File: src/hw/clksw_pkg.sv
// Purpose: shared constants and types for the clock source switch
// Assumes: one 40 MHz clock, registers reached over AXI4-Lite
// Notes: oscillators arrive as raw pin levels and are sampled
package clksw_pkg;
  // register byte offsets
  localparam logic [31:0] OSC_CTRL_OFS = 32'h0000_0000;
  localparam logic [31:0] T1_CTRL_OFS = 32'h0000_0004;
  // field positions
  localparam int IDLE_BIT = 7;
  localparam int START_FLAG_BIT = 3;
  localparam int T1ACT_BIT = 6;
  localparam int T1EN_BIT = 3;
  // select field codes
  localparam logic [1:0] SEL_RC = 2'h3;
  localparam logic [1:0] SEL_PRI = 2'h2;
  localparam logic [1:0] SEL_SEC = 2'h1;
  localparam logic [1:0] SEL_DFLT = 2'h0;
  // values after reset
  localparam logic [1:0] SEL_RST = 2'h0;
  localparam logic IDLE_RST = 1'b0;
  localparam logic DFLT_BIT_RST = 1'b1;
  // cycle counts
  localparam logic [10:0] START_CYCLES = 11'h400;
  localparam logic [1:0] OLD_TICKS = 2'h2;
  localparam logic [1:0] NEW_TICKS = 2'h3;
  // bus answers
  localparam logic [1:0] RESP_OKAY = 2'h0;
  localparam logic [1:0] RESP_SLVERR = 2'h2;
  // clock sources, index into the tick vector
  typedef enum logic [1:0] {
    SRC_PRI = 2'h0,
    SRC_SEC = 2'h1,
    SRC_RC = 2'h2
  } clksw_src_t;
  // switch sequencer states
  typedef enum logic [2:0] {
    SW_RUN = 3'h1,
    SW_OLD = 3'h2,
    SW_NEW = 3'h4
  } clksw_sw_state_t;
endpackage

File: src/hw/clksw_sw_if.sv
// Purpose: link between control logic and switch sequencer
// Assumes: same clock on both sides
// Notes: tick holds one-cycle source edges
`timescale 1ns/100ps
interface clksw_sw_if;
  import clksw_pkg::*;
  logic [2:0] tick; // source edges, pri/sec/rc
  clksw_src_t reqSrc; // wanted source
  clksw_src_t curSrc; // source now in use
  logic gateOn; // device clock passed through
  modport ctl(output tick, output reqSrc, input curSrc,
              input gateOn);
  modport sw(input tick, input reqSrc, output curSrc,
             output gateOn);
endinterface

File: src/hw/clksw_switch.sv
// Purpose: glitch-free handover between clock sources
// Assumes: ticks are clean single-cycle edges
// Notes: clock stays gated for the whole handover
`timescale 1ns/100ps
module clksw_switch
  import clksw_pkg::*;
(
  // clock and reset
  input wire logic mclk,
  input wire logic sys_rst,
  // control side
  clksw_sw_if.sw sw
);
  // whole sequencer state
  typedef struct packed {
    clksw_sw_state_t st;
    clksw_src_t cur;
    clksw_src_t nxt;
    logic [1:0] cnt;
    logic gate;
  } clksw_sw_t;
  // boot on the RC source with the gate open
  localparam clksw_sw_t SW_RST = '{SW_RUN, SRC_RC, SRC_RC,
                                   2'h0, 1'b1};
  clksw_sw_t q, d;

  // next state
  always_comb begin
    d = q;
    case (q.st)
      SW_RUN: begin
        if (sw.reqSrc != q.cur) begin
          d.st = SW_OLD;
          d.nxt = sw.reqSrc;
          d.cnt = 2'h0;
          d.gate = 1'b0;
        end
      end
      SW_OLD: begin
        // request seen on old edges before letting go
        if (sw.tick[q.cur]) begin
          if (q.cnt == OLD_TICKS - 2'h1) begin
            d.st = SW_NEW;
            d.cur = q.nxt;
            d.cnt = 2'h0;
          end else begin
            d.cnt = q.cnt + 2'h1;
          end
        end
      end
      SW_NEW: begin
        // edge sampling adds up to one more new cycle
        if (sw.tick[q.cur]) begin
          if (q.cnt == NEW_TICKS - 2'h1) begin
            d.st = SW_RUN;
            d.gate = 1'b1;
          end else begin
            d.cnt = q.cnt + 2'h1;
          end
        end
      end
      default: d = SW_RST;
    endcase
    if (sys_rst) begin
      d = SW_RST;
    end
  end

  // state register
  always_ff @(posedge mclk) begin
    q <= d;
  end

  assign sw.curSrc = q.cur;
  assign sw.gateOn = q.gate;
endmodule // clksw_switch

File: src/hw/clksw_top.sv
// Purpose: system clock source selection with status flags
// Assumes: oscillator and config pins are asynchronous
// Notes: device clock is a clock enable on mclk
//
// The implementer's own choices: the register offsets and the AXI4-Lite interface to the registers.
`timescale 1ns/100ps
module clksw_top
  import clksw_pkg::*;
(
  // clock and reset
  input wire logic mclk,
  input wire logic sys_rst,
  // axi write address
  input wire logic [31:0] s_axi_awaddr,
  input wire logic s_axi_awvalid,
  output logic s_axi_awready,
  // axi write data
  input wire logic [31:0] s_axi_wdata,
  input wire logic [3:0] s_axi_wstrb,
  input wire logic s_axi_wvalid,
  output logic s_axi_wready,
  // axi write response
  output logic [1:0] s_axi_bresp,
  output logic s_axi_bvalid,
  input wire logic s_axi_bready,
  // axi read address
  input wire logic [31:0] s_axi_araddr,
  input wire logic s_axi_arvalid,
  output logic s_axi_arready,
  // axi read data
  output logic [31:0] s_axi_rdata,
  output logic [1:0] s_axi_rresp,
  output logic s_axi_rvalid,
  input wire logic s_axi_rready,
  // oscillator pins
  input wire logic priOscIn,
  input wire logic secOscIn,
  input wire logic rcOscIn,
  // configuration pins
  input wire logic cfgLoadedIn,
  input wire logic resetClockDefaultIn,
  input wire logic hsModeIn,
  input wire logic twoSpeedIn,
  // processor core
  input wire logic sleepExec,
  input wire logic wakeEvent,
  // clock outputs and power state
  output logic devClkEn,
  output logic [1:0] clkSrc,
  output logic idleMode,
  output logic sleepMode,
  output logic timer1OscRun,
  output logic rcOscRun
);
  // whole block state
  typedef struct packed {
    logic [6:0] s1; // first sync stage
    logic [6:0] s2; // second sync stage
    logic [2:0] s3; // edge history of oscillators
    logic idle; // idle_on_sleep
    logic [1:0] sel; // system_clock_select
    logic t1en; // timer1_osc_enable
    logic dfltBit; // reset_clock_default_bit
    logic cfgDone; // configuration loaded
    logic [10:0] startCnt; // start_up_timer
    logic startDone; // start-up count finished
    logic startFlag; // primary_start_timeout_flag
    logic t1Act; // timer1_clock_active
    logic slp;
    logic idl;
    logic clkEn;
    logic awHeld;
    logic [31:0] awAddr;
    logic wHeld;
    logic [7:0] wData;
    logic wEn;
    logic awready;
    logic wready;
    logic bvalid;
    logic [1:0] bresp;
    logic arready;
    logic rvalid;
    logic [7:0] rdata;
    logic [1:0] rresp;
  } clksw_top_t;
  clksw_top_t q, d;
  clksw_src_t reqSrc;
  logic [2:0] tickS; // clean oscillator edges
  logic hsS; // synced high-speed crystal mode
  logic priReady;

  clksw_sw_if swIf();

  // handover sequencer
  clksw_switch clksw_switch_i (
    .mclk(mclk),
    .sys_rst(sys_rst),
    .sw(swIf)
  );

  // edges read the second and third stages only
  assign tickS = q.s2[2:0] & ~q.s3;
  assign hsS = q.s2[5];
  assign priReady = !hsS || q.startDone;
  assign swIf.tick = tickS;
  assign swIf.reqSrc = reqSrc;

  // source wanted from the select field
  always_comb begin
    reqSrc = swIf.curSrc;
    if (!q.cfgDone) begin
      reqSrc = SRC_RC;
    end else begin
      case (q.sel)
        SEL_RC: reqSrc = SRC_RC;
        SEL_PRI: reqSrc = SRC_PRI;
        SEL_SEC: begin
          // refused while the Timer1 oscillator is off
          if (q.t1en) begin
            reqSrc = SRC_SEC;
          end
        end
        default: reqSrc = q.dfltBit ? SRC_PRI : SRC_RC;
      endcase
      // primary waits for the start-up timer in high-speed crystal mode
      if (reqSrc == SRC_PRI && !priReady) begin
        reqSrc = swIf.curSrc;
      end
    end
  end

  // next state
  always_comb begin
    d = q;
    // two-stage pin synchronisers
    d.s1 = {twoSpeedIn, hsModeIn, resetClockDefaultIn,
            cfgLoadedIn, rcOscIn, secOscIn, priOscIn};
    d.s2 = q.s1;
    d.s3 = q.s2[2:0];
    // configuration load picks up the default bit
    if (!q.cfgDone && q.s2[3]) begin
      d.cfgDone = 1'b1;
      d.dfltBit = q.s2[4];
    end
    // start-up timer on primary edges
    if (q.cfgDone && hsS && !q.startDone && tickS[SRC_PRI]) begin
      if (q.startCnt == START_CYCLES - 11'h1) begin
        d.startDone = 1'b1;
      end else begin
        d.startCnt = q.startCnt + 11'h1;
      end
    end
    // status flags, never both set
    d.t1Act = swIf.curSrc == SRC_SEC && swIf.gateOn;
    d.startFlag = q.cfgDone && priReady && !d.t1Act;
    // sleep entry and wake
    if (wakeEvent) begin
      d.slp = 1'b0;
      d.idl = 1'b0;
    end else if (sleepExec && !q.slp && !q.idl) begin
      d.idl = q.idle;
      d.slp = !q.idle;
    end
    // gated device clock, stopped in sleep
    d.clkEn = swIf.gateOn && tickS[swIf.curSrc] && !q.slp;
    // axi write channels, taken in either order
    if (s_axi_awvalid && q.awready) begin
      d.awHeld = 1'b1;
      d.awAddr = s_axi_awaddr;
    end
    if (s_axi_wvalid && q.wready) begin
      d.wHeld = 1'b1;
      d.wData = s_axi_wdata[7:0];
      d.wEn = s_axi_wstrb[0];
    end
    if (q.bvalid && s_axi_bready) begin
      d.bvalid = 1'b0;
    end
    // both halves present: apply and answer
    if (q.awHeld && q.wHeld && !q.bvalid) begin
      d.awHeld = 1'b0;
      d.wHeld = 1'b0;
      d.bvalid = 1'b1;
      d.bresp = RESP_OKAY;
      if (q.awAddr == OSC_CTRL_OFS) begin
        if (q.wEn) begin
          d.idle = q.wData[IDLE_BIT];
          d.sel = q.wData[1:0];
        end
      end else if (q.awAddr == T1_CTRL_OFS) begin
        if (q.wEn) begin
          d.t1en = q.wData[T1EN_BIT];
        end
      end else begin
        d.bresp = RESP_SLVERR;
      end
    end
    d.awready = !d.awHeld && !d.bvalid;
    d.wready = !d.wHeld && !d.bvalid;
    // axi read, one outstanding
    if (q.rvalid && s_axi_rready) begin
      d.rvalid = 1'b0;
    end
    if (s_axi_arvalid && q.arready) begin
      d.rvalid = 1'b1;
      d.rresp = RESP_OKAY;
      d.rdata = 8'h00;
      if (s_axi_araddr == OSC_CTRL_OFS) begin
        d.rdata[IDLE_BIT] = q.idle;
        d.rdata[START_FLAG_BIT] = q.startFlag;
        d.rdata[1:0] = q.sel;
      end else if (s_axi_araddr == T1_CTRL_OFS) begin
        d.rdata[T1ACT_BIT] = q.t1Act;
        d.rdata[T1EN_BIT] = q.t1en;
      end else begin
        d.rresp = RESP_SLVERR;
      end
    end
    d.arready = !d.rvalid;
    // synchronous reset, sync stages keep sampling
    if (sys_rst) begin
      d.idle = IDLE_RST;
      d.sel = SEL_RST;
      d.t1en = 1'b0;
      d.dfltBit = DFLT_BIT_RST;
      d.cfgDone = 1'b0;
      d.startCnt = 11'h000;
      d.startDone = 1'b0;
      d.startFlag = !(q.s2[5] && q.s2[6]);
      d.t1Act = 1'b0;
      d.slp = 1'b0;
      d.idl = 1'b0;
      d.clkEn = 1'b0;
      d.awHeld = 1'b0;
      d.wHeld = 1'b0;
      d.awready = 1'b0;
      d.wready = 1'b0;
      d.bvalid = 1'b0;
      d.arready = 1'b0;
      d.rvalid = 1'b0;
    end
  end

  // state register
  always_ff @(posedge mclk) begin
    q <= d;
  end

  // outputs straight from state
  assign s_axi_awready = q.awready;
  assign s_axi_wready = q.wready;
  assign s_axi_bresp = q.bresp;
  assign s_axi_bvalid = q.bvalid;
  assign s_axi_arready = q.arready;
  assign s_axi_rdata = {24'h00_0000, q.rdata};
  assign s_axi_rresp = q.rresp;
  assign s_axi_rvalid = q.rvalid;
  assign devClkEn = q.clkEn;
  assign clkSrc = swIf.curSrc;
  assign idleMode = q.idl;
  assign sleepMode = q.slp;
  assign timer1OscRun = q.t1en;
  // RC stays on for watchdog and fail-safe monitor
  assign rcOscRun = 1'b1;
endmodule // clksw_top

File: config.mk
export PLATFORM = sky130hd
export DESIGN_NAME = clksw_top
export DESIGN_NICKNAME = d
export VERILOG_FILES = /design/src/hw/clksw_pkg.sv /design/src/hw/clksw_sw_if.sv /design/src/hw/clksw_switch.sv /design/src/hw/clksw_top.sv
export SDC_FILE = /design/constraint.sdc
export NUM_CORES = 1
export LEC_CHECK = 0
export BUFFER_PORTS_ARGS = -buffer_cell sky130_fd_sc_hd__buf_2
export CORE_ASPECT_RATIO = 1.1
export CORE_MARGIN = 5
export CORE_UTILIZATION = 49
export DETAILED_ROUTE_END_ITERATION = 10
export PLACE_DENSITY_LB_ADDON = 0.08
export SLEW_MARGIN = 20
export SYNTH_ARGS = -nofsm -noshare
export SYNTH_HDL_FRONTEND = slang
export SYNTH_SLANG_ARGS = --single-unit
File: constraint.sdc
create_clock -name mclk -period 2.1 [get_ports mclk]
set_input_delay 0.105 -clock mclk [delete_from_list [all_inputs] [get_ports mclk]]
set_output_delay 0.105 -clock mclk [all_outputs]
set_load 0.005 [all_outputs]
==> results of run 1 <==
## per-stage QoR
stage	area (um2)	cells	total power, mW
after global placement	4649	553	2.805
final	5281	614	3.963
after detailed placement	4649	553	2.814
after global routing	5281	614	4.158
after floorplan	4318	387	2.690
after CTS	5281	614	3.996
## layout by cell type (no fill, tap or decap), types with 2 or more instances in the layout
master,n
nor4bb_4,2
nor3b_1,2
nand2_1,9
buf_2,102
nand2b_1,5
o311ai_1,3
nor2_1,30
dlygate4sd3_1,45
conb_1,30
clkinv_4,3
nor2b_1,10
ha_1,4
nand3_1,3
and3_1,5
o21ai_1,2
mux2i_1,9
xor2_1,8
edfxtp_1,44
nand3b_1,2
nor3_1,9
and2_1,7
clkbuf_8,9
inv_6,3
a21oi_1,12
nand4_1,17
a31oi_1,3
inv_1,10
o21ai_0,3
nor4_1,17
dfxtp_1,57
buf_4,3
o31ai_1,2
and4_1,3
## worst reg2reg max path, delay by kind of cell (launching register included)
kind,cells,cell delay [ns]
mux,1,0.24
simple gates,4,1.17
flops,1,0.38
## power by group through the flow
stage | logic (mW) | clock network (mW) | registers, mW
2_1_floorplan | 0.453 | 0 | 2.24
3_3_place_gp | 0.515 | 0 | 2.29
3_5_place_dp | 0.521 | 0 | 2.29
4_1_cts | 0.587 | 1.16 | 2.25
5_1_grt | 0.654 | 1.24 | 2.26
6_report | 0.589 | 1.13 | 2.25
## metal layers
layer	part of all wire	wire length (um)
met5	0	0
met2	0.51	4285
met1	0.41	3412
met4	0.023	197
met3	0.058	488
## registers in the layout (all words and copies together), names as in the netlist, 2 cells and up
signal	flops
s_axi_rdata	5
clksw_switch_i.q	7
clksw_switch_i.sw.curSrc	2
d	10
q	64
## cells by family after synthesis
family | Yosys count | share of synthesized area
DFF | 101 | 0.5845
buffers and inverters | 61 | 0.09445
adders and majority gates | 4 | 0.01188
other | 2 | 0.001783
muxes | 9 | 0.02138
AOI/OAI and AO/OA | 39 | 0.06653
and+or+nand+nor | 134 | 0.2008
xor gates and xnor gates | 9 | 0.01871
## worst max-delay path by stage
stage	startpoint	endpoint	cells past startpoint	slack (ns)
floorplan	s_axi_awready$_SDFF_PP0_	q[27]$_DFFE_PP_	1	0.54
global placement	q[32]$_DFFE_PP_	q[82]$_SDFFE_PP0P_	5	0.25
detailed placement	q[32]$_DFFE_PP_	q[82]$_SDFFE_PP0P_	5	0.21
CTS	q[32]$_DFFE_PP_	q[82]$_SDFFE_PP0P_	5	0.20
global route	q[32]$_DFFE_PP_	q[80]$_SDFFE_PP0P_	5	0.05
finish	q[32]$_DFFE_PP_	q[80]$_SDFFE_PP0P_	5	0.19
## cell type report
| type | count | area, um2 | share of cell area |
|---|---|---|---|
| tap | 111 | 138.9 | 0.02630 |
| multi-input combinational | 225 | 1458 | 0.2760 |
| clock inverter | 7 | 57.56 | 0.01090 |
| sequential | 101 | 2462 | 0.4662 |
| inverter | 10 | 37.54 | 0.007107 |
| timing repair buffer | 151 | 1003 | 0.1900 |
| clock buffer | 9 | 123.9 | 0.02345 |
## what timing repair did
| item | in CTS | in global routing |
|---|---|---|
| hold buffers | 45 | 0 |
| gates resized for setup | 0 | 0 |
| hold endpoints to repair | 46 | 0 |
==> flow_metrics.py, run 1 <==
metrics = {
    "status": {
        "status": "completed",
    },
    "synthesis": {
        "synthArstFlopShare": 0,
        "synth_top_area_share": 0.3136,
        "synth_common_cells": "dfxtp_1, edfxtp_1, buf_4",
        "synth-edff-count": 44,
        "netlist_instances": 359,
        "ys.flop_type": "dfxtp_1",
        "yosys_warnings": 0,
        "syn_avg_cell_area_um2": 11.73,
        "synthTopCellsByArea": "edfxtp_1, dfxtp_1, buf_4",
        "synth_cell_types": 59,
        "synth.largest_area_cell": "edfxtp_1",
        "synth_seq_cells": 101,
        "seq_area_frac_synth": 0.5845,
        "post-synth-top-count-cell": "dfxtp_1",
        "syn_area_um2": 4213,
    },
    "power": {
        "sw_frac_of_total": 0.2647,
        "power.share.clock": 0.284,
        "p_per_area_nw_per_um2": 750.3,
        "p_comb_frac": 0.149,
        "power_frac_seq": 0.567,
        "power.switching_mw": 1.049,
        "internal-power_mw": 2.914,
        "p_leak_nw": 2.134,
        "vdd_drop_max_v": 0.0004502,
    },
    "sta": {
        "max-slew-margin-rel": 0.5794,
        "worst_slack_ns": 0.1859,
        "clock.fmax_mhz": 522.5,
        "whs_ns": 0.05597,
        "hold_viol": 0,
        "rsz0062_at_grt": "false",
        "period_needed_ns": 1.914,
        "tightest_slew_ns": 0.6308,
        "fin_crit_sh": 0.9115,
        "tns_ns": 0,
        "drv_slew": 0,
        "setup_violations": 0,
        "finClkSkew_ns": 0.006503,
    },
    "floorplan": {
        "start_util": 0.5010,
        "die_y_um": 107.3,
        "ioPinCount": 164,
        "die_x_um": 98.41,
        "core_area_um2": 8408,
        "core.rowCount": 35,
        "die_area_um2": 10550,
    },
    "routing": {
        "routed_via_density": 4.933,
        "drtIter0Drc": 87,
        "vias": 3029,
        "drc": 0,
        "firstDrtPassIters": 4,
        "ant_nets": 0,
        "wire_per_inst_um": 13.65,
        "wl_um": 8383,
    },
    "clock_network": {
        "cts_tree": "done",
        "post_cts_buffers": 0,
        "root_buffer": "clkbuf_8",
        "cts_sinks": 101,
        "cts.htree.levels": 3,
        "clk_pin_slew_worst_paths_ns": 0.09,
        "clk-insertion-delay-late_ns": 0.35,
        "cts_inserted_buffers": 9,
        "clockBufferDepth": 2,
    },
    "global_route": {
        "antenna_found_initial": 0,
        "use_met3": 0.04213,
        "grt_first_pass_wirelength_um": 13590,
        "grt_util_met2": 0.2758,
        "grt_max_degree": 37,
        "met1_usage": 0.1903,
        "overflow": 0,
        "busiest_layer": "met2",
        "grt_use_total": 0.1596,
        "grt_pass1_vias": 2933,
    },
    "layout": {
        "drive_gt1_frac": 0.2664,
        "final_nets": 618,
        "num_antenna_cells": 0,
        "area_delta_synth_final_pct": 25.36,
        "final_core_util": 0.6281,
        "fillers": 696,
    },
    "setup_path": {
        "path_class": "reg -> reg",
        "crit_slowest_cell": "nor4_4",
        "reg2reg_depth": 5,
        "setup.worst_path.end_class": "register",
        "crit_path_max_incr_delay_ns": 0.43,
        "critical_path.top_delay_family": "simple AND/OR/NAND/NOR gates",
        "crit_fanout": 3,
        "r2r_slack_ns": 0.19,
        "start_kind": "register",
        "crit_chain": "nor4_1 -> nand4_1 -> nor4_4 -> mux2i_1 -> nor2_1",
        "arrival_ns": 2.14,
        "required_ns": 2.33,
        "r2r-end": "q[80]$_SDFFE_PP0P_",
        "crit_buf_inv": 0,
        "r2r_start": "q[32]$_DFFE_PP_",
    },
    "placement": {
        "hpwl_um": 5785,
        "io_buffers": 102,
        "gp_congestion": 0.7823,
        "place_ws_ns": 0.2139,
    },
    "worst_hold_path": {
        "whs_path_depth": 3,
        "hold_class": "in -> reg",
        "min_from": "sleepExec",
        "holdPathEnd": "sleepMode$_SDFFE_PP0P_",
    },
    "job": {
        "cap_violations": 0,
    },
}
(Power assumes the default switching activity.)
==> run 2: changes to the inputs <==
--- a/config.mk
+++ b/config.mk
@@ -5,12 +5,14 @@
 export SDC_FILE = /design/constraint.sdc
 export NUM_CORES = 1
 export LEC_CHECK = 0
+export ABC_AREA = 1
 export BUFFER_PORTS_ARGS = -buffer_cell sky130_fd_sc_hd__buf_2
 export CORE_ASPECT_RATIO = 1.1
 export CORE_MARGIN = 5
 export CORE_UTILIZATION = 49
 export DETAILED_ROUTE_END_ITERATION = 10
 export PLACE_DENSITY_LB_ADDON = 0.08
+export RECOVER_POWER = 25
 export SLEW_MARGIN = 20
 export SYNTH_ARGS = -nofsm -noshare
 export SYNTH_HDL_FRONTEND = slang
==> run 2 against run 1 <==
Final area rose by 1.1%. Clock skew rose by 0.0037 ns. Combinational power grew 43%. Register-to-register slack better by 0.23 ns. Area after synthesis up 0.12%. Count of clock-buffer cells in the layout unchanged. Cell count increased by 13%. Hold slack worse by 0.020 ns. Worst setup slack better by 0.23 ns. Global-route usage increased by 1.1 points. Clock power is 13% higher. Critical path type unchanged. Critical endpoint is now q[81]$_SDFFE_PP0P_. Highest routed layer unchanged.
==> flow_metrics.py, run 2 <==
metrics = {
    "clock_network": {
        "clockBufferDepth": 2,
        "root_buffer": "clkbuf_8",
        "cts_inserted_buffers": 9,
        "clk-insertion-delay-late_ns": 0.36,
        "cts_sinks": 101,
        "cts_tree": "done",
        "clk_pin_slew_worst_paths_ns": 0.10,
        "post_cts_buffers": 0,
        "cts.htree.levels": 3,
        "cts_resized": 0,
    },
    "layout": {
        "num_antenna_cells": 0,
        "drive_gt1_frac": 0.2577,
        "final_core_util": 0.6351,
        "final_nets": 697,
        "layout_common_cells": "buf_2, dfxtp_1, nand2_1",
        "largest_reg_flops": 64,
        "layout_commonest_cell": "buf_2",
        "area_delta_synth_final_pct": 26.61,
        "top_register": "q",
    },
    "worst_hold_path": {
        "hold_class": "in -> reg",
        "whs_path_depth": 3,
        "holdPathEnd": "sleepMode$_SDFFE_PP0P_",
        "min_from": "sleepExec",
    },
    "sta": {
        "drv_slew": 0,
        "rsz0062_at_grt": "false",
        "period_needed_ns": 1.689,
        "fin_crit_sh": 0.8043,
        "whs_ns": 0.03558,
        "max-slew-margin-rel": 0.5818,
        "setup_violations": 0,
        "tightest_slew_ns": 0.6267,
        "finClkSkew_ns": 0.01020,
        "tns_ns": 0,
        "hold_viol": 0,
        "clock.fmax_mhz": 592.1,
    },
    "global_route": {
        "met1_usage": 0.1963,
        "grt_use_total": 0.1705,
        "use_met3": 0.04083,
        "overflow": 0,
        "grt_first_pass_wirelength_um": 14430,
        "grt_max_degree": 35,
        "grt_pass1_vias": 3190,
        "busiest_layer": "met2",
        "grt_util_met2": 0.3000,
        "antenna_found_initial": 0,
    },
    "synthesis": {
        "yosys_warnings": 0,
        "synth_top_area_share": 0.3133,
        "synth.largest_area_cell": "edfxtp_1",
        "synth-edff-count": 44,
        "synthTopCellsByArea": "edfxtp_1, dfxtp_1, buf_4",
        "syn_avg_cell_area_um2": 9.763,
        "post-synth-top-count-cell": "dfxtp_1",
        "ys.flop_type": "dfxtp_1",
        "synth_compound_area_frac": 0.06111,
        "synth_fa_ha_area_frac": 0.01187,
        "synth_common_cells": "dfxtp_1, nand2_1, nor2_1",
        "synth_cell_types": 37,
        "synthArstFlopShare": 0,
        "yosys.area_share.simple": 0.2192,
        "synth_top_family_by_area": "simple AND/OR/NAND/NOR gates",
        "synthMuxAreaShare": 0,
        "netlist_instances": 432,
        "synth_xor_area_frac": 0.006230,
        "synth_seq_cells": 101,
        "seq_area_frac_synth": 0.5838,
        "syn_area_um2": 4218,
    },
    "setup_path": {
        "crit_fanout": 6,
        "r2r-end": "q[81]$_SDFFE_PP0P_",
        "r2r_start": "q[39]$_DFFE_PP_",
        "cpMostUsedCell": "nand2_1",
        "required_ns": 2.36,
        "setup.worst_path.end_class": "register",
        "reg2reg_depth": 9,
        "crit_path_max_incr_delay_ns": 0.37,
        "arrival_ns": 1.95,
        "path_class": "reg -> reg",
        "crit_slowest_cell": "edfxtp_1",
        "r2r_slack_ns": 0.41,
        "crit_chain": "or2_1 -> nor3_1 -> nand3_1 -> inv_1 -> nand2_1 -> nor2_1 -> nand2_1 -> o21ai_0 -> a21oi_1",
        "start_kind": "register",
    },
    "power": {
        "p_leak_nw": 2.275,
        "p_per_area_nw_per_um2": 828.9,
        "report.power.total_mw": 4.426,
        "vdd_drop_max_v": 0.0005107,
    },
    "routing": {
        "ant_nets": 0,
        "routed_via_density": 4.641,
        "drc": 0,
        "drtIter0Drc": 129,
        "wire_per_inst_um": 12.41,
        "vias": 3216,
        "firstDrtPassIters": 4,
        "wl_um": 8601,
    },
    "floorplan": {
        "core_area_um2": 8408,
        "die_y_um": 107.3,
        "core.rowCount": 35,
        "ioPinCount": 164,
        "die_area_um2": 10570,
        "die_x_um": 98.46,
        "start_util": 0.5016,
    },
    "placement": {
        "io_buffers": 102,
        "gp_congestion": 0.7889,
        "hpwl_um": 5928,
    },
    "status": {
        "status": "completed",
    },
    "job": {
        "cap_violations": 0,
    },
}
run 2: cell types whose count changed after synthesis, moves of 6 or more:
cell	before	now
nand2_1	9	54
inv_1	10	44
nand3_1	3	20
o21ai_0	3	19
nor2_1	30	45
a21oi_1	12	23
nor2b_1	10	0
mux2i_1	9	0
and2_1	7	0
xor2_1	8	1
nand2_2	0	6
nor4_1	17	11
run 2: logic make-up (layout without fill, tap and decap cells):
| logic type | Yosys count | after routing |
|---|---|---|
| buffers and inverters | 91 | 213 |
| other | 2 | 30 |
| xor gates and xnor gates | 3 | 3 |
| adders and majority gates | 4 | 4 |
| AOI/OAI and AO/OA | 48 | 48 |
| and+or+nand+nor | 183 | 183 |
| DFF | 101 | 101 |
run 2: layout make-up:
cell class              instances  area, um2
well taps                     111      138.9
fillers                       695       3068
inverters                      48      180.2
clock buffers                   9      123.9
repair buffers                149      978.4
clock inverters                 7      85.08
multi-input cells             268       1371
flip-flops and latches        101       2462
run 2: worst max path at each step:
| stage | cells after the start | to | startpoint | slack (ns) |
|---|---|---|---|---|
| after floorplan | 9 | q[80]$_SDFFE_PP0P_ | q[39]$_DFFE_PP_ | 0.65 |
| after global placement | 9 | q[82]$_SDFFE_PP0P_ | q[39]$_DFFE_PP_ | 0.47 |
| after detailed placement | 9 | q[80]$_SDFFE_PP0P_ | q[39]$_DFFE_PP_ | 0.42 |
| after CTS | 9 | q[80]$_SDFFE_PP0P_ | q[39]$_DFFE_PP_ | 0.40 |
| after global routing | 9 | q[81]$_SDFFE_PP0P_ | q[39]$_DFFE_PP_ | 0.21 |
| final | 9 | q[81]$_SDFFE_PP0P_ | q[39]$_DFFE_PP_ | 0.41 |
run 2: through the flow:
step / instances / area (um2) / worst slack (ns)
floorplan: 460 / 4323 / 0.6475
global placement: 631 / 4671 / 0.4715
detailed placement: 631 / 4671 / 0.4206
CTS: 693 / 5340 / 0.3967
global route: 693 / 5340 / 0.2118
finish: 693 / 5340 / 0.4110
run 2: metal layers:
layer / part of all wire / routed length [um] / vias up
met3: 0.077 / 664 / 19
li1: - / - / 1666
met2: 0.48 / 4129 / 120
met1: 0.41 / 3568 / 1411
met4: 0.028 / 238 / 0
met5: 0 / 0 / -
run 2: power by group:
group	internal (mW)	switching, mW
Combinational	0.356	0.484
Clock	0.581	0.698
Sequential	2.21	0.101
run 2: repair_timing:
| item | 4_1_cts | 5_1_grt |
|---|---|---|
| hold buffers | 46 | 0 |
| setup endpoints to repair | 0 | 0 |
| endpoints found under the hold margin | 46 | 0 |
run 2: critical path, delay by kind of cell, from the launching register on:
kind	cells	cell delay (ns)
buffers and inverters	1	0.09
AOI/OAI and AO/OA	2	0.23
DFF	1	0.37
and+or+nand+nor	6	0.90
==> run 3: changes to the inputs <==
--- a/config.mk
+++ b/config.mk
@@ -5,7 +5,7 @@
 export SDC_FILE = /design/constraint.sdc
 export NUM_CORES = 1
 export LEC_CHECK = 0
-export ABC_AREA = 1
+export ABC_AREA = 0
 export BUFFER_PORTS_ARGS = -buffer_cell sky130_fd_sc_hd__buf_2
 export CORE_ASPECT_RATIO = 1.1
 export CORE_MARGIN = 5
==> constraint.sdc (replaced) <==
create_clock -name mclk -period 1.6 [get_ports mclk]
set_input_delay 0.08 -clock mclk [delete_from_list [all_inputs] [get_ports mclk]]
set_output_delay 0.08 -clock mclk [all_outputs]
set_load 0.005 [all_outputs]
==> run 3 against run 2 <==
The flow now finishes with violations (setup timing). Fmax fell by 3.6%. Worst setup slack got worse by 0.56 ns. Highest routed layer unchanged. Hold slack improved by 0.00069 ns. Critical path depth fell by 3.
==> flow_metrics.py, run 3 (synthesis results as in run 1) <==
metrics = {
    "status": {
        "status": "finished with violations",
        "violations": "setup timing",
    },
    "layout": {
        "final_nets": 650,
        "stdcell_area_um2": 5672,
        "largest_reg_flops": 64,
        "top_register": "q",
        "final_core_util": 0.6746,
        "layout_common_cells": "buf_2, dfxtp_1, dlygate4sd3_1",
        "num_antenna_cells": 0,
        "layout_commonest_cell": "buf_2",
        "area_delta_synth_final_pct": 34.63,
        "drive_gt1_frac": 0.3477,
    },
    "setup_path": {
        "path_class": "reg -> reg",
        "start_kind": "register",
        "crit_fanout": 2,
        "setup.worst_path.end_class": "register",
        "crit_chain": "nor4_2 -> nand4_1 -> buf_4 -> nor4_4 -> mux2i_1 -> nor2_1",
        "r2r_slack_ns": -0.15,
        "crit_path_max_incr_delay_ns": 0.40,
        "arrival_ns": 1.99,
        "reg2reg_depth": 6,
        "required_ns": 1.84,
        "crit_slowest_cell": "edfxtp_1",
        "r2r-end": "timer1OscRun$_SDFFE_PP0P_",
        "crit_start": "q[44]$_DFFE_PP_",
        "r2r_start": "q[44]$_DFFE_PP_",
    },
    "worst_hold_path": {
        "whs_path_depth": 3,
        "hold_class": "in -> reg",
        "holdPathEnd": "sleepMode$_SDFFE_PP0P_",
        "min_from": "sleepExec",
    },
    "global_route": {
        "antenna_found_initial": 0,
        "grt_max_degree": 35,
        "grt_pass1_vias": 3110,
        "grt_first_pass_wirelength_um": 14120,
        "grt_use_total": 0.1684,
        "overflow": 0,
    },
    "clock_network": {
        "cts.htree.levels": 3,
        "clockBufferDepth": 2,
        "clk-insertion-delay-late_ns": 0.37,
        "cts_tree": "done",
        "root_buffer": "clkbuf_8",
        "clk_pin_slew_worst_paths_ns": 0.10,
        "cts_inserted_buffers": 9,
        "cts_sinks": 101,
    },
    "power": {
        "power.switching_mw": 1.461,
        "sw_frac_of_total": 0.2643,
        "power_frac_seq": 0.534,
        "p_leak_nw": 2.334,
        "vdd_drop_max_v": 0.0005341,
        "report.power.total_mw": 5.528,
        "internal-power_mw": 4.067,
        "power.share.clock": 0.307,
        "p_per_area_nw_per_um2": 974.6,
        "p_comb_frac": 0.159,
    },
    "sta": {
        "fin_crit_sh": 1.095,
        "worst_slack_ns": -0.1521,
        "max-slew-margin-rel": 0.6062,
        "tightest_slew_ns": 0.5907,
        "setup_violations": 7,
        "clock.fmax_mhz": 570.7,
        "hold_viol": 0,
        "tns_ns": -0.6004,
        "period_needed_ns": 1.752,
        "drv_slew": 0,
        "finClkSkew_ns": 0.01090,
        "rsz0062_at_grt": "true",
    },
    "routing": {
        "wl_um": 8717,
        "routed_via_density": 4.862,
        "drc": 0,
        "drtIter0Drc": 101,
        "ant_nets": 0,
        "vias": 3141,
        "wire_per_inst_um": 13.49,
        "firstDrtPassIters": 4,
    },
    "floorplan": {
        "ioPinCount": 164,
        "start_util": 0.5010,
        "die_x_um": 98.41,
        "core_area_um2": 8408,
        "die_area_um2": 10550,
        "die_y_um": 107.3,
        "core.rowCount": 35,
    },
    "placement": {
        "gp_congestion": 0.8256,
        "placed_cell_area_um2": 4830,
        "hpwl_um": 5941,
        "io_buffers": 102,
    },
    "job": {
        "cap_violations": 0,
    },
}
==> run 3: cell count changes in the layout (fill, tap and decap cells not counted), moves of 12 or more <==
cell	change
nand2_1	-45
inv_1	-34
buf_4	+29
nand3_1	-17
nor2_1	-16
o21ai_0	-16
a21oi_1	-12
==> run 3: power groups by stage <==
stage | Sequential (mW) | Combinational [mW] | Clock (mW)
final | 2.95 | 0.879 | 1.70
after global routing | 2.98 | 0.976 | 1.87
after CTS | 2.94 | 0.830 | 1.76
after detailed placement | 3.00 | 0.738 | 0
after global placement | 3.00 | 0.729 | 0
after floorplan | 2.94 | 0.594 | 0
==> run 3: worst max-delay path, delay by kind of cell, from the launching register on <==
kind	cells	cell delay, ns
mux	1	0.21
simple gates	4	0.81
buf+inv	1	0.20
flops	1	0.40
==> run 3: per-layer routing <==
metal / vias up / wire [um] / global-route usage / part of all wire
met4: 0 / 189 / 0.07220 / 0.022
met5: - / 0 / 0 / 0
met2: 109 / 4340 / 0.2826 / 0.50
met3: 14 / 577 / 0.04472 / 0.066
li1: 1580 / - / - / -
met1: 1438 / 3609 / 0.2042 / 0.41
==> run 3: worst max path at each step <==
stage / endpoint
floorplan: q[27]$_DFFE_PP_
global placement: q[80]$_SDFFE_PP0P_
detailed placement: q[82]$_SDFFE_PP0P_
CTS: q[82]$_SDFFE_PP0P_
global route: timer1OscRun$_SDFFE_PP0P_
finish: timer1OscRun$_SDFFE_PP0P_
==> run 3: area by class of cell <==
class	instances	area [um2]
clock buffers	9	123.9
clock inverters	7	87.58
fillers	620	2736
inverters	10	37.54
multi-input cells	225	1553
flip-flops and latches	101	2477
well taps	111	138.9
repair buffers	183	1254
==> run 3: what timing repair did <==
action / 4_1_cts / 5_1_grt
setup buffers: 3 / 3
hold buffers: 46 / 0
hold endpoints to repair: 47 / 0
resized for setup: 16 / 15
setup endpoints to repair: 11 / 25
gates cloned: 0 / 1
pin swaps: 5 / 7
==> run 3: per-stage QoR <==
step                hold WS [ns]  instances  setup WS [ns]
global placement          0.1821        577        -0.1768
CTS                      0.01925        642        -0.1690
detailed placement        0.1844        577        -0.2307
global route             0.03885        646        -0.2694
floorplan                 0.1077        387        0.04397
finish                   0.03627        646        -0.1521
